==> config.mk <==
export PLATFORM = sky130hd
export DESIGN_NAME = ebr_bus_seq
export DESIGN_NICKNAME = d
export VERILOG_FILES = /design/src/hdl/ebr_pkg.sv /design/src/hdl/ebr_bus_seq.sv /design/src/hdl/ebr_buf2.sv
export SDC_FILE = /design/constraint.sdc
export NUM_CORES = 1
export LEC_CHECK = 0
export BUFFER_PORTS_ARGS = -buffer_cell sky130_fd_sc_hd__clkbuf_2
export CAP_MARGIN = 30
export CORE_AREA = 5 5 191 193
export DETAILED_ROUTE_END_ITERATION = 8
export DIE_AREA = 0 0 196 198
export GPL_ROUTABILITY_DRIVEN = 0
export PLACE_DENSITY_LB_ADDON = 0.25
export SLEW_MARGIN = 40
export SYNTH_ARGS = -nofsm -noshare
export SYNTH_HDL_FRONTEND = slang
export SYNTH_SLANG_ARGS = --single-unit
==> constraint.sdc <==
create_clock -name i_core_clk -period 6.4 [get_ports i_core_clk]
set_input_delay 1.28 -clock i_core_clk [delete_from_list [all_inputs] [get_ports i_core_clk]]
set_output_delay 1.28 -clock i_core_clk [all_outputs]
set_load 0.05 [all_outputs]
==> src/hdl/ebr_pkg.sv <==
// Shared constants for the external bus sequencer
package ebr_pkg;
  // Core clock
  localparam int unsigned CLK_PERIOD_NS  = 10;
  // Register map, byte addresses
  localparam logic [7:0]  REG_CFG_OFS    = 8'h00;
  localparam logic [7:0]  REG_STAT_OFS   = 8'h04;
  // Configuration field positions
  localparam int unsigned CFG_MUX_BIT    = 0;
  localparam int unsigned CFG_WAIT_LSB   = 1;
  localparam int unsigned CFG_WAIT_W     = 4;
  localparam int unsigned CFG_CDLY_BIT   = 5;
  localparam int unsigned CFG_TRI_BIT    = 6;
  localparam int unsigned CFG_RDY_BIT    = 7;
  localparam int unsigned CFG_W          = 8;
  localparam logic [7:0]  CFG_RESET      = 8'h01;
  // Cycle shape in half_clock_period units
  localparam logic [5:0]  MUX_ADDR_TCL   = 6'h02;
  localparam logic [5:0]  DEMUX_ADDR_TCL = 6'h01;
  localparam logic [5:0]  MUX_CMD_TCL    = 6'h03;
  localparam logic [5:0]  DEMUX_CMD_TCL  = 6'h02;
  localparam logic [5:0]  END_TCL        = 6'h01;
  localparam logic [5:0]  CMD_DELAY_TCL  = 6'h02;
  localparam logic [5:0]  ADDR_GAP_TCL   = 6'h02;
  localparam logic [5:0]  TRI_WAIT_TCL   = 6'h02;
  // Clock source strap
  localparam int unsigned PLL_MULT       = 4;
  // Sequencer states
  typedef enum logic [3:0] {
    ST_IDLE, ST_ADDR, ST_CMD, ST_RDY, ST_END, ST_GAP, ST_FLOAT, ST_RELEASED, ST_REGAIN
  } ebr_state_t;
endpackage : ebr_pkg

==> src/hdl/ebr_bus_seq.sv <==
// External bus cycle sequencer with release/regain arbitration
`timescale 1ns/10ps
`default_nettype none
module ebr_bus_seq #(
  parameter int unsigned AW = 16,
  parameter int unsigned DW = 16
) (
  // Clock and reset
  input  wire logic          i_core_clk,
  input  wire logic          i_reset,
  // Register port
  input  wire logic [7:0]    i_reg_addr,
  input  wire logic [31:0]   i_reg_wdata,
  input  wire logic          i_reg_wr,
  input  wire logic          i_reg_rd,
  output logic [31:0]        o_reg_rdata,
  // Access requests
  input  wire logic          i_req_valid,
  input  wire logic          i_req_write,
  input  wire logic [AW-1:0] i_req_addr,
  input  wire logic [DW-1:0] i_req_wdata,
  output logic               o_req_ready,
  // Read results
  output logic               o_rd_valid,
  output logic [DW-1:0]      o_rd_data,
  // External bus pins
  output logic               o_ale,
  output logic               o_read_strobe_n,
  output logic               o_store_strobe_n,
  output logic               o_chip_select_n,
  output logic               o_chip_select_n_oe,
  output logic [AW-1:0]      o_addr,
  output logic               o_addr_oe,
  output logic [DW-1:0]      o_ad_out,
  output logic               o_ad_oe,
  input  wire logic [DW-1:0] i_ad_in,
  input  wire logic          i_ready_n,
  output logic               o_sys_clock_output,
  // Arbitration pins
  input  wire logic          i_bus_release_request_n,
  output logic               o_release_ack_n,
  output logic               o_regain_request_n,
  // Clock source strap
  input  wire logic          i_clk_src_strap,
  output logic               o_pll_enabled
);
  localparam int unsigned PW = 1 + AW + DW;

  ebr_pkg::ebr_state_t state_q, state_d;
  logic [5:0]    cnt_q, cnt_d;
  logic [7:0]    cfg_q, cfg_d, snap_q, snap_d;
  logic [PW-1:0] req_q, req_d;
  logic [31:0]   rdata_d;
  logic [7:0]    ncyc_q, ncyc_d;
  logic          strap_done_q, strap_done_d, pll_d;
  logic          buf_valid, buf_pop;
  logic [PW-1:0] buf_data;
  logic [5:0]    addr_len, cmd_len, gap_len;
  logic          s_mux, s_cdly, s_tri, s_rdy, r_wr;
  // Registered pin values
  logic          ale_d, rds_d, sts_d, cs_d, drv_d, aoe_d, ack_d, brq_d, rdv_d;
  logic [AW-1:0] addr_d;
  logic [DW-1:0] ad_d, rdd_d;

  ebr_buf2 #(.W(PW)) ebr_buf2_i (
    .i_core_clk  (i_core_clk),
    .i_reset     (i_reset),
    .i_in_valid  (i_req_valid),
    .i_in_data   ({i_req_write, i_req_addr, i_req_wdata}),
    .o_in_ready  (o_req_ready),
    .o_out_valid (buf_valid),
    .o_out_data  (buf_data),
    .i_out_ready (buf_pop)
  );

  // Cycle shape from the per-cycle settings snapshot
  always_comb begin
    s_mux    = snap_q[ebr_pkg::CFG_MUX_BIT];
    s_cdly   = snap_q[ebr_pkg::CFG_CDLY_BIT];
    s_tri    = snap_q[ebr_pkg::CFG_TRI_BIT];
    s_rdy    = snap_q[ebr_pkg::CFG_RDY_BIT];
    r_wr     = req_q[PW-1];
    addr_len = (s_mux ? ebr_pkg::MUX_ADDR_TCL : ebr_pkg::DEMUX_ADDR_TCL)
             + (s_cdly ? ebr_pkg::CMD_DELAY_TCL : 6'h00);
    cmd_len  = (s_mux ? ebr_pkg::MUX_CMD_TCL : ebr_pkg::DEMUX_CMD_TCL)
             + {1'b0, snap_q[ebr_pkg::CFG_WAIT_LSB +: ebr_pkg::CFG_WAIT_W], 1'b0};
    gap_len  = (s_mux ? ebr_pkg::ADDR_GAP_TCL : 6'h00)
             + (s_tri ? ebr_pkg::TRI_WAIT_TCL : 6'h00);
  end

  // Sequencer: one core clock cycle is one half_clock_period
  always_comb begin
    state_d = state_q;
    cnt_d   = cnt_q + 6'h01;
    snap_d  = snap_q;
    req_d   = req_q;
    ncyc_d  = ncyc_q;
    buf_pop = 1'b0;
    case (state_q)
      ebr_pkg::ST_IDLE: begin
        cnt_d = 6'h00;
        if (!i_bus_release_request_n) begin
          state_d = ebr_pkg::ST_FLOAT;
        end else if (buf_valid) begin
          buf_pop = 1'b1;
          req_d   = buf_data;
          snap_d  = cfg_q;
          ncyc_d  = ncyc_q + 8'h01;
          state_d = ebr_pkg::ST_ADDR;
        end
      end
      ebr_pkg::ST_ADDR: begin
        if (cnt_q == addr_len - 6'h01) begin
          cnt_d   = 6'h00;
          state_d = ebr_pkg::ST_CMD;
        end
      end
      ebr_pkg::ST_CMD: begin
        if (cnt_q == cmd_len - 6'h01) begin
          cnt_d   = 6'h00;
          state_d = s_rdy ? ebr_pkg::ST_RDY : ebr_pkg::ST_END;
        end
      end
      ebr_pkg::ST_RDY: begin
        // Sampled as synchronous; partner keeps it until the strobe rises
        if (!i_ready_n) begin
          state_d = ebr_pkg::ST_END;
        end
      end
      ebr_pkg::ST_END: begin
        cnt_d   = 6'h00;
        state_d = (gap_len != 6'h00) ? ebr_pkg::ST_GAP : ebr_pkg::ST_IDLE;
      end
      ebr_pkg::ST_GAP: begin
        if (cnt_q == gap_len - 6'h01) begin
          state_d = ebr_pkg::ST_IDLE;
        end
      end
      ebr_pkg::ST_FLOAT: begin
        state_d = ebr_pkg::ST_RELEASED;
      end
      ebr_pkg::ST_RELEASED: begin
        if (i_bus_release_request_n) begin
          state_d = ebr_pkg::ST_REGAIN;
        end
      end
      ebr_pkg::ST_REGAIN: begin
        state_d = ebr_pkg::ST_IDLE;
      end
      default: begin
        state_d = ebr_pkg::ST_IDLE;
      end
    endcase
  end

  // Pin values follow the next state so every pin is a flip-flop
  always_comb begin
    ale_d  = (state_d == ebr_pkg::ST_ADDR) && (cnt_d == 6'h00);
    rds_d  = !(((state_d == ebr_pkg::ST_CMD) || (state_d == ebr_pkg::ST_RDY)) && !req_d[PW-1]);
    sts_d  = !(((state_d == ebr_pkg::ST_CMD) || (state_d == ebr_pkg::ST_RDY)) && req_d[PW-1]);
    cs_d   = !((state_d == ebr_pkg::ST_ADDR) || (state_d == ebr_pkg::ST_CMD)
            || (state_d == ebr_pkg::ST_RDY) || (state_d == ebr_pkg::ST_END));
    drv_d  = !((state_d == ebr_pkg::ST_FLOAT) || (state_d == ebr_pkg::ST_RELEASED)
            || (state_d == ebr_pkg::ST_REGAIN));
    addr_d = req_d[DW +: AW];
    aoe_d  = drv_d && (((state_d == ebr_pkg::ST_ADDR) && snap_d[ebr_pkg::CFG_MUX_BIT])
            || (req_d[PW-1] && ((state_d == ebr_pkg::ST_CMD) || (state_d == ebr_pkg::ST_RDY)
            || (state_d == ebr_pkg::ST_END))));
    ad_d   = ((state_d == ebr_pkg::ST_ADDR) && snap_d[ebr_pkg::CFG_MUX_BIT])
            ? DW'(req_d[DW +: AW]) : req_d[DW-1:0];
    ack_d  = (state_d != ebr_pkg::ST_RELEASED);
    brq_d  = !((state_d == ebr_pkg::ST_RELEASED) && buf_valid);
    rdv_d  = (state_d == ebr_pkg::ST_END) && (state_q != ebr_pkg::ST_END) && !req_q[PW-1];
    rdd_d  = rdv_d ? i_ad_in : o_rd_data;
  end

  // Register port and strap capture after reset release
  always_comb begin
    cfg_d = cfg_q;
    if (i_reg_wr && (i_reg_addr == ebr_pkg::REG_CFG_OFS)) begin
      cfg_d = i_reg_wdata[ebr_pkg::CFG_W-1:0];
    end
    rdata_d = 32'h0000_0000;
    if (i_reg_rd) begin
      case (i_reg_addr)
        ebr_pkg::REG_CFG_OFS:  rdata_d = {24'h00_0000, cfg_q};
        ebr_pkg::REG_STAT_OFS: rdata_d = {16'h0000, ncyc_q, 3'h0, buf_valid,
                                          o_pll_enabled, !o_release_ack_n,
                                          !o_regain_request_n,
                                          state_q != ebr_pkg::ST_IDLE};
        default:               rdata_d = 32'h0000_0000;
      endcase
    end
    strap_done_d = 1'b1;
    pll_d        = strap_done_q ? o_pll_enabled : i_clk_src_strap;
  end

  always_ff @(posedge i_core_clk or posedge i_reset) begin
    if (i_reset) begin
      state_q            <= ebr_pkg::ST_IDLE;
      cnt_q              <= 6'h00;
      cfg_q              <= ebr_pkg::CFG_RESET;
      snap_q             <= ebr_pkg::CFG_RESET;
      req_q              <= '0;
      ncyc_q             <= 8'h00;
      strap_done_q       <= 1'b0;
      o_pll_enabled      <= 1'b0;
      o_reg_rdata        <= 32'h0000_0000;
      o_ale              <= 1'b0;
      o_read_strobe_n    <= 1'b1;
      o_store_strobe_n   <= 1'b1;
      o_chip_select_n    <= 1'b1;
      o_chip_select_n_oe <= 1'b1;
      o_addr             <= '0;
      o_addr_oe          <= 1'b1;
      o_ad_out           <= '0;
      o_ad_oe            <= 1'b0;
      o_release_ack_n    <= 1'b1;
      o_regain_request_n <= 1'b1;
      o_rd_valid         <= 1'b0;
      o_rd_data          <= '0;
      o_sys_clock_output <= 1'b0;
    end else begin
      state_q            <= state_d;
      cnt_q              <= cnt_d;
      cfg_q              <= cfg_d;
      snap_q             <= snap_d;
      req_q              <= req_d;
      ncyc_q             <= ncyc_d;
      strap_done_q       <= strap_done_d;
      o_pll_enabled      <= pll_d;
      o_reg_rdata        <= rdata_d;
      o_ale              <= ale_d;
      o_read_strobe_n    <= rds_d;
      o_store_strobe_n   <= sts_d;
      o_chip_select_n    <= cs_d;
      o_chip_select_n_oe <= drv_d;
      o_addr             <= addr_d;
      o_addr_oe          <= drv_d;
      o_ad_out           <= ad_d;
      o_ad_oe            <= aoe_d;
      o_release_ack_n    <= ack_d;
      o_regain_request_n <= brq_d;
      o_rd_valid         <= rdv_d;
      o_rd_data          <= rdd_d;
      o_sys_clock_output <= ~o_sys_clock_output;
    end
  end

  // Checking helpers: cycle length and strobe offset from the strobe of ALE
  logic [7:0] len_q, waits_q, exp_len, since_ale_q;
  logic       cmd_on;
  always_ff @(posedge i_core_clk or posedge i_reset) begin
    if (i_reset) begin
      len_q       <= 8'h00;
      waits_q     <= 8'h00;
      since_ale_q <= 8'h00;
    end else begin
      len_q       <= (state_q == ebr_pkg::ST_IDLE) ? 8'h00 : len_q + 8'h01;
      waits_q     <= (state_q == ebr_pkg::ST_IDLE) ? 8'h00
                   : waits_q + {7'h00, state_q == ebr_pkg::ST_RDY};
      since_ale_q <= o_ale ? 8'h01 : since_ale_q + 8'h01;
    end
  end
  always_comb begin
    cmd_on  = !(o_read_strobe_n && o_store_strobe_n);
    exp_len = {2'h0, addr_len} + {2'h0, cmd_len} + {2'h0, ebr_pkg::END_TCL}
            + {2'h0, gap_len} + waits_q;
  end
endmodule : ebr_bus_seq
`default_nettype wire

==> src/hdl/ebr_buf2.sv <==
// Two-entry request buffer with valid/ready on both sides
`timescale 1ns/10ps
`default_nettype none
module ebr_buf2 #(
  parameter int unsigned W = 33
) (
  // Clock and reset
  input  wire logic         i_core_clk,
  input  wire logic         i_reset,
  // Fill side
  input  wire logic         i_in_valid,
  input  wire logic [W-1:0] i_in_data,
  output logic              o_in_ready,
  // Drain side
  output logic              o_out_valid,
  output logic [W-1:0]      o_out_data,
  input  wire logic         i_out_ready
);
  logic [W-1:0] mem_q [2];
  logic [W-1:0] mem_d [2];
  logic         wp_q, wp_d, rp_q, rp_d;
  logic [1:0]   cnt_q, cnt_d;
  logic         push, pop;

  always_comb begin
    push   = i_in_valid && (cnt_q != 2'h2);
    pop    = i_out_ready && (cnt_q != 2'h0);
    mem_d  = mem_q;
    wp_d   = wp_q;
    rp_d   = rp_q;
    cnt_d  = cnt_q;
    if (push) begin
      mem_d[wp_q] = i_in_data;
      wp_d        = ~wp_q;
    end
    if (pop) begin
      rp_d = ~rp_q;
    end
    cnt_d = cnt_q + {1'b0, push} - {1'b0, pop};
  end

  always_ff @(posedge i_core_clk or posedge i_reset) begin
    if (i_reset) begin
      mem_q[0] <= '0;
      mem_q[1] <= '0;
      wp_q     <= 1'b0;
      rp_q     <= 1'b0;
      cnt_q    <= 2'h0;
    end else begin
      mem_q <= mem_d;
      wp_q  <= wp_d;
      rp_q  <= rp_d;
      cnt_q <= cnt_d;
    end
  end

  assign o_in_ready  = (cnt_q != 2'h2);
  assign o_out_valid = (cnt_q != 2'h0);
  assign o_out_data  = mem_q[rp_q];
endmodule : ebr_buf2
`default_nettype wire

==> results.toml, run 1 <==
[floorplanning]
num_rows = 68
io_pins = 190
fp.dieArea_mm2 = 0.0388
die_h_um = 198
die_x_um = 196
initial_utilization_pct = 24.8
coreArea_mm2 = 0.0344

[clock_tree]
insertion_delay_ns = 0.45
cts.sinks = 197
htree_levels = 4
cts-resized-gates = 0
clock_path_buffers = 2
numCtsBuffers = 17
root_buffer = "clkbuf_16"
postCtsSetupBuffers = 0
hold_buffers = 0
clkTransAtPathRegs_ns = 0.07
cts_tree = "done"

[sta]
tightestPinTransition_ns = 0.786
finalHoldViolations = 0
grt_setup_unrepaired = "no"
tns_ns = 0
finalCriticalPeriod_ns = 3.19
skew_ns = 0.0101
worst_slack_ns = 3.21
max-slew-margin-rel_pct = 47.1
finalCritPeriodShare_pct = 49.9
fmax_ghz = 0.313
drv_slew = 0
setup_viol = 0

[critical_path]
r2r_cells = 8
rrSetupSlack_ns = 3.21
crit_path_end_kind = "register"
reg2reg_to = "ebr_buf2_i.cnt_q[1]"
critPathLaunchType = "register"
critical_path_class = "reg -> reg"
reg2reg_from = "state_q[1]"
arrival_ns = 3.56
cp_max_fo = 50
crit_required_ns = 6.77

[grt]
grtUsageTotal_pct = 10.4
use_met3_pct = 3.76
busiest_layer = "met2"
first_global_vias = 5511
gr-total-overflow = 0
grt_pass1_wl_um = 31400
grt_max_degree = 128
antenna_found_initial = 1
met1_usage_pct = 13.4
grt_use_met2_pct = 16.7

[route]
vias_per_cell = 4.23
first_pass_iters = 4
drt_iter0_drc = 207
wl_per_cell_um = 15.8
ant_nets = 0
routed_wl_um = 19900
vias = 5335
drcViolationCount = 0

[power]
power.share.switching_pct = 41.7
combPwrFrac_pct = 41.7
pwr-share-seq_pct = 38.1
power_density_mw_per_mm2 = 533
leakage_uw = 0.00468
clockPowerShare_pct = 20.3
p_int_uw = 3170
irDropWorstVdd_mv = 0.311
p_switching_uw = 2270

[place]
dp_cells = 1229
dp_hpwl_um = 13400
port-buffer-count = 149
place_ws_ns = 2.96

[cells_and_area]
diodes = 0
synthToLayoutAreaGrowth_pct = 19.4
fin_cells = 1262
drive_gt1_share_pct = 40.1
fillers = 3624
num-nets-final = 899

[synthesis]
synth_flop_cell = "dfrtp_1"
netlist.area_leader.share_pct = 55.4
synth_seq_cells = 197
synth_common_cells = "189 x dfrtp_1, 103 x mux2_2, 57 x nor2_1"
synth_edf_count = 0
yosysSeqAreaShare_pct = 57.8
yosysMostFrequentCell = "dfrtp_1"
synthArstFlopShare_pct = 100
ys_types = 55
postSynthCellCount = 671
synthesis.area_mm2 = 0.00854
netlist_top_cells_area = "dfrtp_1 55%, mux2_2 14%, mux2i_1 4.1%"
ys_warn_count = 0
yosysTopAreaCell = "dfrtp_1"
syn_area_per_cell_um2 = 12.7

[hold_path]
whs_path_depth = 1
worstHoldStart = "o_sys_clock_output"
whs_endpoint = "o_sys_clock_output"
worst_hold_path_type = "reg -> reg"

[status]
status = "finished clean"

[flow_run]
cap_violations = 0
## routing by layer
metal / routed length, um / vias up
met5: 20 / -
met4: 195 / 2
met3: 1150 / 17
met2: 9640 / 115
met1: 8930 / 2680
li1: - / 2521
## through the flow
step	total power [uW]	hold WS, ns	instance area, um2	util [%]
2_1_floorplan	3920	0.437	8600	-
3_3_place_gp	4390	0.406	9560	27.8
3_5_place_dp	4410	0.416	9570	27.9
4_1_cts	5550	0.427	10200	29.6
5_1_grt	5820	0.446	10200	29.7
6_report	5440	0.416	10200	29.7
## critical path, cell delays in order, from the launching register on
cell	delay [ns]
dfrtp_1	0.55
nor4_1	0.63
and3_4	0.67
buf_4	0.50
ha_1	0.31
inv_1	0.05
ha_1	0.14
xnor2_1	0.13
xnor2_1	0.13
## state kept, by name (all words and copies together) (netlist names), 2 cells and up
register and cells:
o_rd_data 16, cfg_q 8, state_q 4, ebr_buf2_i.cnt_q 2
req_q 33, o_reg_rdata 16, ebr_buf2_i.mem_q 66, ncyc_q 8
cnt_q 6, snap_q 8, o_ad_out 16
## area by class of cell
cell class                      count  area [um2]  area share, %
Clock inverter                     13         154           1.51
Multi-Input combinational cell    409        3200           31.4
Timing Repair Buffer              156         835           8.18
Clock buffer                       19         443           4.34
Inverter                           13        52.6          0.515
Tap cell                          455         569           5.58
Sequential cell                   197        4940           48.4
## cell families after synthesis
group	Yosys count	share of synthesized area, %
AO/OA/AOI/OAI	66	4.60
buffers and inverters	80	5.54
AND/OR/NAND/NOR	147	8.78
flip-flops	197	57.8
adder cells (fa/ha/maj)	8	1.17
other	2	0.0879
XOR/XNOR	24	2.71
multiplexers	147	19.3
## power by group through the flow
| stage | Combinational (uW) | Sequential (uW) | Clock [uW] |
|---|---|---|---|
| after floorplan | 1520 | 2400 | 0 |
| after global placement | 2300 | 2090 | 0 |
| after detailed placement | 2320 | 2100 | 0 |
| after CTS | 2320 | 2080 | 1160 |
| after global routing | 2470 | 2140 | 1200 |
| final | 2270 | 2070 | 1100 |
## cells in the final DEF (no fill, tap or decap), types with 5 or more instances in the layout
cell type / instances
conb_1: 17
mux2_4: 9
inv_1: 12
and2_1: 12
nand4_1: 7
o21ai_0: 6
mux2_2: 103
dfstp_2: 8
nor2_1: 56
nand2b_1: 5
inv_8: 5
clkbuf_2: 149
ha_1: 8
nor3_1: 9
nand2_1: 16
clkbuf_16: 17
nand3_1: 16
mux2i_1: 35
a21oi_1: 42
xor2_1: 9
xnor2_1: 13
dfrtp_1: 188
## how the worst max path moves through the flow
stage / start / to / slack, ns / depth (start not counted)
finish: state_q[1] / ebr_buf2_i.cnt_q[1] / 3.21 / 8
global route: state_q[1] / ebr_buf2_i.cnt_q[1] / 2.94 / 8
CTS: state_q[1] / ebr_buf2_i.cnt_q[1] / 3.13 / 8
detailed placement: i_bus_release_request_n / ebr_buf2_i.cnt_q[1] / 2.96 / 8
global placement: i_bus_release_request_n / ebr_buf2_i.cnt_q[1] / 2.96 / 8
floorplan: i_reset / cfg_q[1] / 2.58 / 1
Note: power is estimated with default switching activity, not from simulation.
==> run 2, diff against run 1 <==
--- a/config.mk
+++ b/config.mk
@@ -5,11 +5,12 @@
 export SDC_FILE = /design/constraint.sdc
 export NUM_CORES = 1
 export LEC_CHECK = 0
+export ABC_AREA = 1
 export BUFFER_PORTS_ARGS = -buffer_cell sky130_fd_sc_hd__clkbuf_2
 export CAP_MARGIN = 30
-export CORE_AREA = 5 5 191 193
+export CORE_AREA = 5 5 190 192
 export DETAILED_ROUTE_END_ITERATION = 8
-export DIE_AREA = 0 0 196 198
+export DIE_AREA = 0 0 195 197
 export GPL_ROUTABILITY_DRIVEN = 0
 export PLACE_DENSITY_LB_ADDON = 0.25
 export SLEW_MARGIN = 40
==> constraint.sdc (replaced) <==
create_clock -name i_core_clk -period 3 [get_ports i_core_clk]
set_input_delay 0.6 -clock i_core_clk [delete_from_list [all_inputs] [get_ports i_core_clk]]
set_output_delay 0.6 -clock i_core_clk [all_outputs]
set_load 0.05 [all_outputs]
==> run 2 against run 1 <==
Effect of this change: largest cell class unchanged; hold slack got worse by 0.15 ns; via count increased by 14%; largest power group unchanged; total power rose by 120%.
==> results.toml, run 2 <==
[critical_path]
crit_path_end_kind = "register"
crit_required_ns = 3.33
cp_max_fo = 17
arrival_ns = 2.84
critical_path_class = "reg -> reg"
critPathLaunchType = "register"

[cells_and_area]
top_register = "ebr_buf2_i.mem_q"
final_core_util_pct = 29.8
largest_reg_flops = 66
drive_gt1_share_pct = 21.9
final_cell_mix = "251 x nand2_1, 189 x dfrtp_1, 149 x clkbuf_2, 88 x inv_1, 81 x o21ai_0"
postLayoutCellArea_mm2 = 0.0102
diodes = 0
reg_top3 = "ebr_buf2_i.mem_q: 66 flops, req_q: 33 flops"
num-nets-final = 1144
synthToLayoutAreaGrowth_pct = 20.7
final_common_cell = "nand2_1"

[synthesis]
netlist_top_cells_area = "dfrtp_1 56%, nand2_1 11%, o21ai_0 4.8%"
synthArstFlopShare_pct = 100
yosysSeqAreaShare_pct = 58.5
synth_seq_cells = 197
synthesis.area_mm2 = 0.00844
synth_flop_cell = "dfrtp_1"
syn_area_per_cell_um2 = 9.26
synth_common_cells = "252 x nand2_1, 189 x dfrtp_1, 89 x inv_1"
ys_types = 36
synth_edf_count = 0
ys_warn_count = 0
postSynthCellCount = 911
netlist.area_leader.share_pct = 56.1
yosysMostFrequentCell = "nand2_1"
yosysTopAreaCell = "dfrtp_1"

[route]
drcViolationCount = 0
vias_per_cell = 4.02
wl_per_cell_um = 14.2
drt_iter0_drc = 237
vias = 6065
first_pass_iters = 4
routed_wl_um = 21400
ant_nets = 0

[grt]
first_global_vias = 6390
gr-total-overflow = 0
antenna_found_initial = 1
grt_pass1_wl_um = 34900
grtUsageTotal_pct = 11.5
grt_max_degree = 67

[sta]
finalHoldViolations = 0
skew_ns = 0.0103
setup_viol = 0
finalCriticalPeriod_ns = 2.51
max-slew-margin-rel_pct = 52.4
fmax_ghz = 0.398
tightestPinTransition_ns = 0.712
finalCritPeriodShare_pct = 83.7
drv_slew = 0
grt_setup_unrepaired = "no"

[power]
clockPowerShare_pct = 20.6
combPwrFrac_pct = 42.0
pwr-share-seq_pct = 37.4
p_int_uw = 6450
irDropWorstVdd_mv = 0.617
power.share.switching_pct = 44.8
p_switching_uw = 5240
leakage_uw = 0.00517
power_density_mw_per_mm2 = 1150

[place]
dp_hpwl_um = 14800
port-buffer-count = 149
place_area_mm2 = 0.00957

[floorplanning]
initial_utilization_pct = 24.7
die_h_um = 197
fp.dieArea_mm2 = 0.0384
io_pins = 190
coreArea_mm2 = 0.0342
num_rows = 68
die_x_um = 195

[flow_run]
cap_violations = 0

[clock_tree]
cts-resized-gates = 0
cts_tree = "done"
postCtsSetupBuffers = 0
hold_buffers = 0
clock_path_buffers = 2
numCtsBuffers = 17
cts.sinks = 197
insertion_delay_ns = 0.44
root_buffer = "clkbuf_16"
htree_levels = 4
clkTransAtPathRegs_ns = 0.08

[status]
status = "finished clean"

[hold_path]
worst_hold_path_type = "in -> async"
==> run 2: cell types whose count changed after synthesis, sizes merged, moves of 30 or more <==
cell   change
mux2i     -35
a21oi     -33
a31oi     +30
o21ai     +75
inv       +80
nand2    +237
mux2      -95
==> run 2: worst paths after layout <==
kind | start | end | slack [ns] | depth (start not counted)
min in group i_core_clk | i_ad_in[3] | o_rd_data[3] | 0.35 | 3
hold / removal | i_reset | req_q[18] | 0.26 | 2
setup reg to reg | snap_q[0] | o_ad_out[4] | 0.49 | 9
setup / recovery | snap_q[0] | o_ad_out[4] | 0.49 | 9
hold reg to reg | o_sys_clock_output | o_sys_clock_output | 0.41 | 1
max in group asynchronous | i_reset | req_q[9] | 1.94 | 3
==> run 2: per-stage QoR <==
stage	worst slack (ns)	TNS [ns]	power [uW]	std cells	hold WS (ns)
finish	0.490	0	11700	1507	0.261
global route	0.279	0	12700	1507	0.287
CTS	0.433	0	12000	1507	0.249
detailed placement	0.454	0	9450	1475	0.409
global placement	0.464	0	9390	1475	0.406
floorplan	-0.140	-26.43	8260	926	0.414
==> run 2: final cells by class <==
cell class                 count  area, um2
timing repair buffer         163        926
multi-input combinational    567       2780
clock inverter                15        185
fill                        3703      24000
tap                          455        569
sequential                   197       4940
inverter                      93        353
clock buffer                  17        425
==> run 2: power by group through the flow <==
stage | logic, uW | clock network, uW | registers (uW)
after floorplan | 3110 | 0 | 5160
after global placement | 4980 | 0 | 4410
after detailed placement | 5030 | 0 | 4420
after CTS | 5040 | 2540 | 4380
after global routing | 5530 | 2650 | 4510
final | 4910 | 2410 | 4370
==> run 2: routing by layer <==
metal | GRT usage, % | part of all wire [%] | wire length (um)
met1 | 14.7 | 46 | 9930
met2 | 18.8 | 47 | 10100
met3 | 3.61 | 5.0 | 1060
met4 | 3.18 | 1.1 | 240
met5 | 0 | 0.061 | 13
==> run 2: cell families (layout without fill, tap and decap cells) <==
family          Yosys count  count (layout)  share of synthesized area, %
compound gates          128             128                          8.38
xor+xnor                 18              18                          1.87
other cells               2              17                        0.0890
mux                      17              17                          2.27
buf+inv                 162             288                          9.18
flops                   197             197                          58.5
fa+ha+maj                 8               8                          1.19
simple gates            379             379                          18.5
==> run 2: critical path, stage by stage, from the launching register on <==
cell and delay (ns):
dfstp_2 0.63, inv_1 0.13, ha_1 0.35, xor2_1 0.15, nand2_1 0.06, nand3_1 0.12, nand2_1 0.14, nand2_1 0.11
nand2_4 0.31, mux2_2 0.38
==> run 3, diff against run 2 <==
==> constraint.sdc (replaced) <==
create_clock -name i_core_clk -period 2.45 [get_ports i_core_clk]
set_input_delay 0.49 -clock i_core_clk [delete_from_list [all_inputs] [get_ports i_core_clk]]
set_output_delay 0.49 -clock i_core_clk [all_outputs]
set_load 0.05 [all_outputs]
==> run 3 against run 2 <==
Effect of this change: wire length down 1.5%; total power grew 23%; via count rose by 1.1%; first-iteration DRC count up 13%; die area is the same; setup slack worse by 0.28 ns; global-route usage about the same; hold slack worse by 0.077 ns; register-to-register slack worse by 0.28 ns; critical path depth rose by 1; cell count is 0.20% higher; critical endpoint is now o_ad_out[15]; largest cell class unchanged; largest power group unchanged; highest routed layer unchanged.
==> results.toml, run 3 (same netlist as run 2, synthesis figures left out) <==
[grt]
grt_pass1_wl_um = 35100
antenna_found_initial = 1
gr-total-overflow = 0
first_global_vias = 6566
grtUsageTotal_pct = 11.4
grt_max_degree = 87

[route]
routed_wl_um = 21100
drt_iter0_drc = 267
vias = 6129
ant_nets = 0
first_pass_iters = 7
vias_per_cell = 4.06
wl_per_cell_um = 13.9
drcViolationCount = 0

[sta]
setup_viol = 0
max-slew-margin-rel_pct = 55.0
finalCritPeriodShare_pct = 91.5
drv_slew = 0
skew_ns = 0.0198
finalHoldViolations = 0
finalCriticalPeriod_ns = 2.24
grt_setup_unrepaired = "no"
tightestPinTransition_ns = 0.675
fmax_ghz = 0.446

[power]
combPwrFrac_pct = 42.5
p_int_uw = 8000
clockPowerShare_pct = 20.4
power.share.switching_pct = 44.4
total_power_uw = 14400
leakage_uw = 0.00518
pwr-share-seq_pct = 37.2
p_switching_uw = 6390
power_density_mw_per_mm2 = 1410
irDropWorstVdd_mv = 0.693

[clock_tree]
cts.sinks = 197
cts-resized-gates = 0
insertion_delay_ns = 0.45
numCtsBuffers = 17
postCtsSetupBuffers = 0
clock_path_buffers = 2
root_buffer = "clkbuf_16"
htree_levels = 4
hold_buffers = 0
clkTransAtPathRegs_ns = 0.08
cts_tree = "done"

[floorplanning]
num_rows = 68
fp.dieArea_mm2 = 0.0384
initial_utilization_pct = 24.7
die_h_um = 197
io_pins = 190
coreArea_mm2 = 0.0342
die_x_um = 195

[cells_and_area]
multi_input_area_mm2 = 0.00279
postLayoutCellArea_mm2 = 0.0102
fin_cells = 1510
diodes = 0
synthToLayoutAreaGrowth_pct = 21.0
reg_top3 = "ebr_buf2_i.mem_q: 66 flops, req_q: 33 flops"
largest_reg_flops = 66
drive_gt1_share_pct = 22.3
final_cell_mix = "250 x nand2_1, 189 x dfrtp_1, 149 x clkbuf_2, 88 x inv_1, 81 x o21ai_0"
final-seq-area_mm2 = 0.00494
top_register = "ebr_buf2_i.mem_q"
num-nets-final = 1147
fillers = 3706
final_common_cell = "nand2_1"

[place]
dp_hpwl_um = 14700
port-buffer-count = 149
place_area_mm2 = 0.00959
dp_cells = 1478

[critical_path]
critPathLaunchType = "register"
critical_path_class = "reg -> reg"
cp_max_fo = 10
crit_path_end_kind = "register"
crit_required_ns = 2.78
arrival_ns = 2.58

[hold_path]
worst_hold_path_type = "in -> async"

[flow_run]
cap_violations = 0

[status]
status = "finished clean"
[run 3: cell count changes in the layout (fill, tap and decap cells not counted), moves of 2 or more]
cell,change
buf_4,+3
clkinv_2,-2
nor2_2,+2
nor2_1,-2
clkinvlp_4,+2
[run 3: power groups by stage]
stage                     clock network [uW]  logic, uW  registers, uW
after floorplan                            0       3800           6320
after global placement                     0       6200           5400
after detailed placement                   0       6240           5410
after CTS                               3070       6250           5370
after global routing                    3190       6860           5520
final                                   2930       6110           5350
[run 3: worst max-delay path: stages (launching register included)]
cell and delay, ns:
dfstp_2 0.58, inv_1 0.06, ha_1 0.32, xor2_1 0.15
nand2_1 0.06, nand3_1 0.12, nand2_1 0.10, nand2_1 0.09
nand2_4 0.13, buf_12 0.15, mux2_2 0.33
[run 3: final cells by class]
| class | count | share of cell area (%) |
|---|---|---|
| Sequential cell | 197 | 48.4 |
| Tap cell | 455 | 5.58 |
| Clock buffer | 19 | 4.34 |
| Inverter | 93 | 3.48 |
| Multi-Input combinational cell | 567 | 27.3 |
| Clock inverter | 13 | 1.59 |
| Timing Repair Buffer | 166 | 9.29 |
[run 3: metal layers]
metal / vias up / GRT usage [%] / part of all wire [%]
met5: - / 0 / 0.062
met4: 2 / 3.36 / 1.3
met3: 17 / 3.28 / 4.7
met2: 108 / 18.9 / 48
met1: 2898 / 14.6 / 46
li1: 3104 / - / -
[run 3: worst paths after layout]
| path | start | end | slack [ns] | cells after the start |
|---|---|---|---|---|
| max reg2reg | snap_q[0] | o_ad_out[15] | 0.21 | 10 |
| max in group asynchronous | i_reset | o_reg_rdata[1] | 1.75 | 3 |
| max | snap_q[0] | o_ad_out[15] | 0.21 | 10 |
| min reg2reg | o_sys_clock_output | o_sys_clock_output | 0.42 | 1 |
| min | i_reset | o_ad_out[2] | 0.18 | 3 |
| min in group i_core_clk | i_ad_in[10] | o_rd_data[10] | 0.23 | 3 |
[run 3: per-stage QoR]
stage	worst slack (ns)	setup TNS, ns	hold slack (ns)	util, %
final	0.208	0	0.184	29.8
after global routing	0.0226	0	0.230	29.8
after CTS	0.122	0	0.198	29.8
after detailed placement	0.165	0	0.415	28.0
after global placement	0.206	0	0.406	28.0
after floorplan	-0.580	-109.59	0.414	-
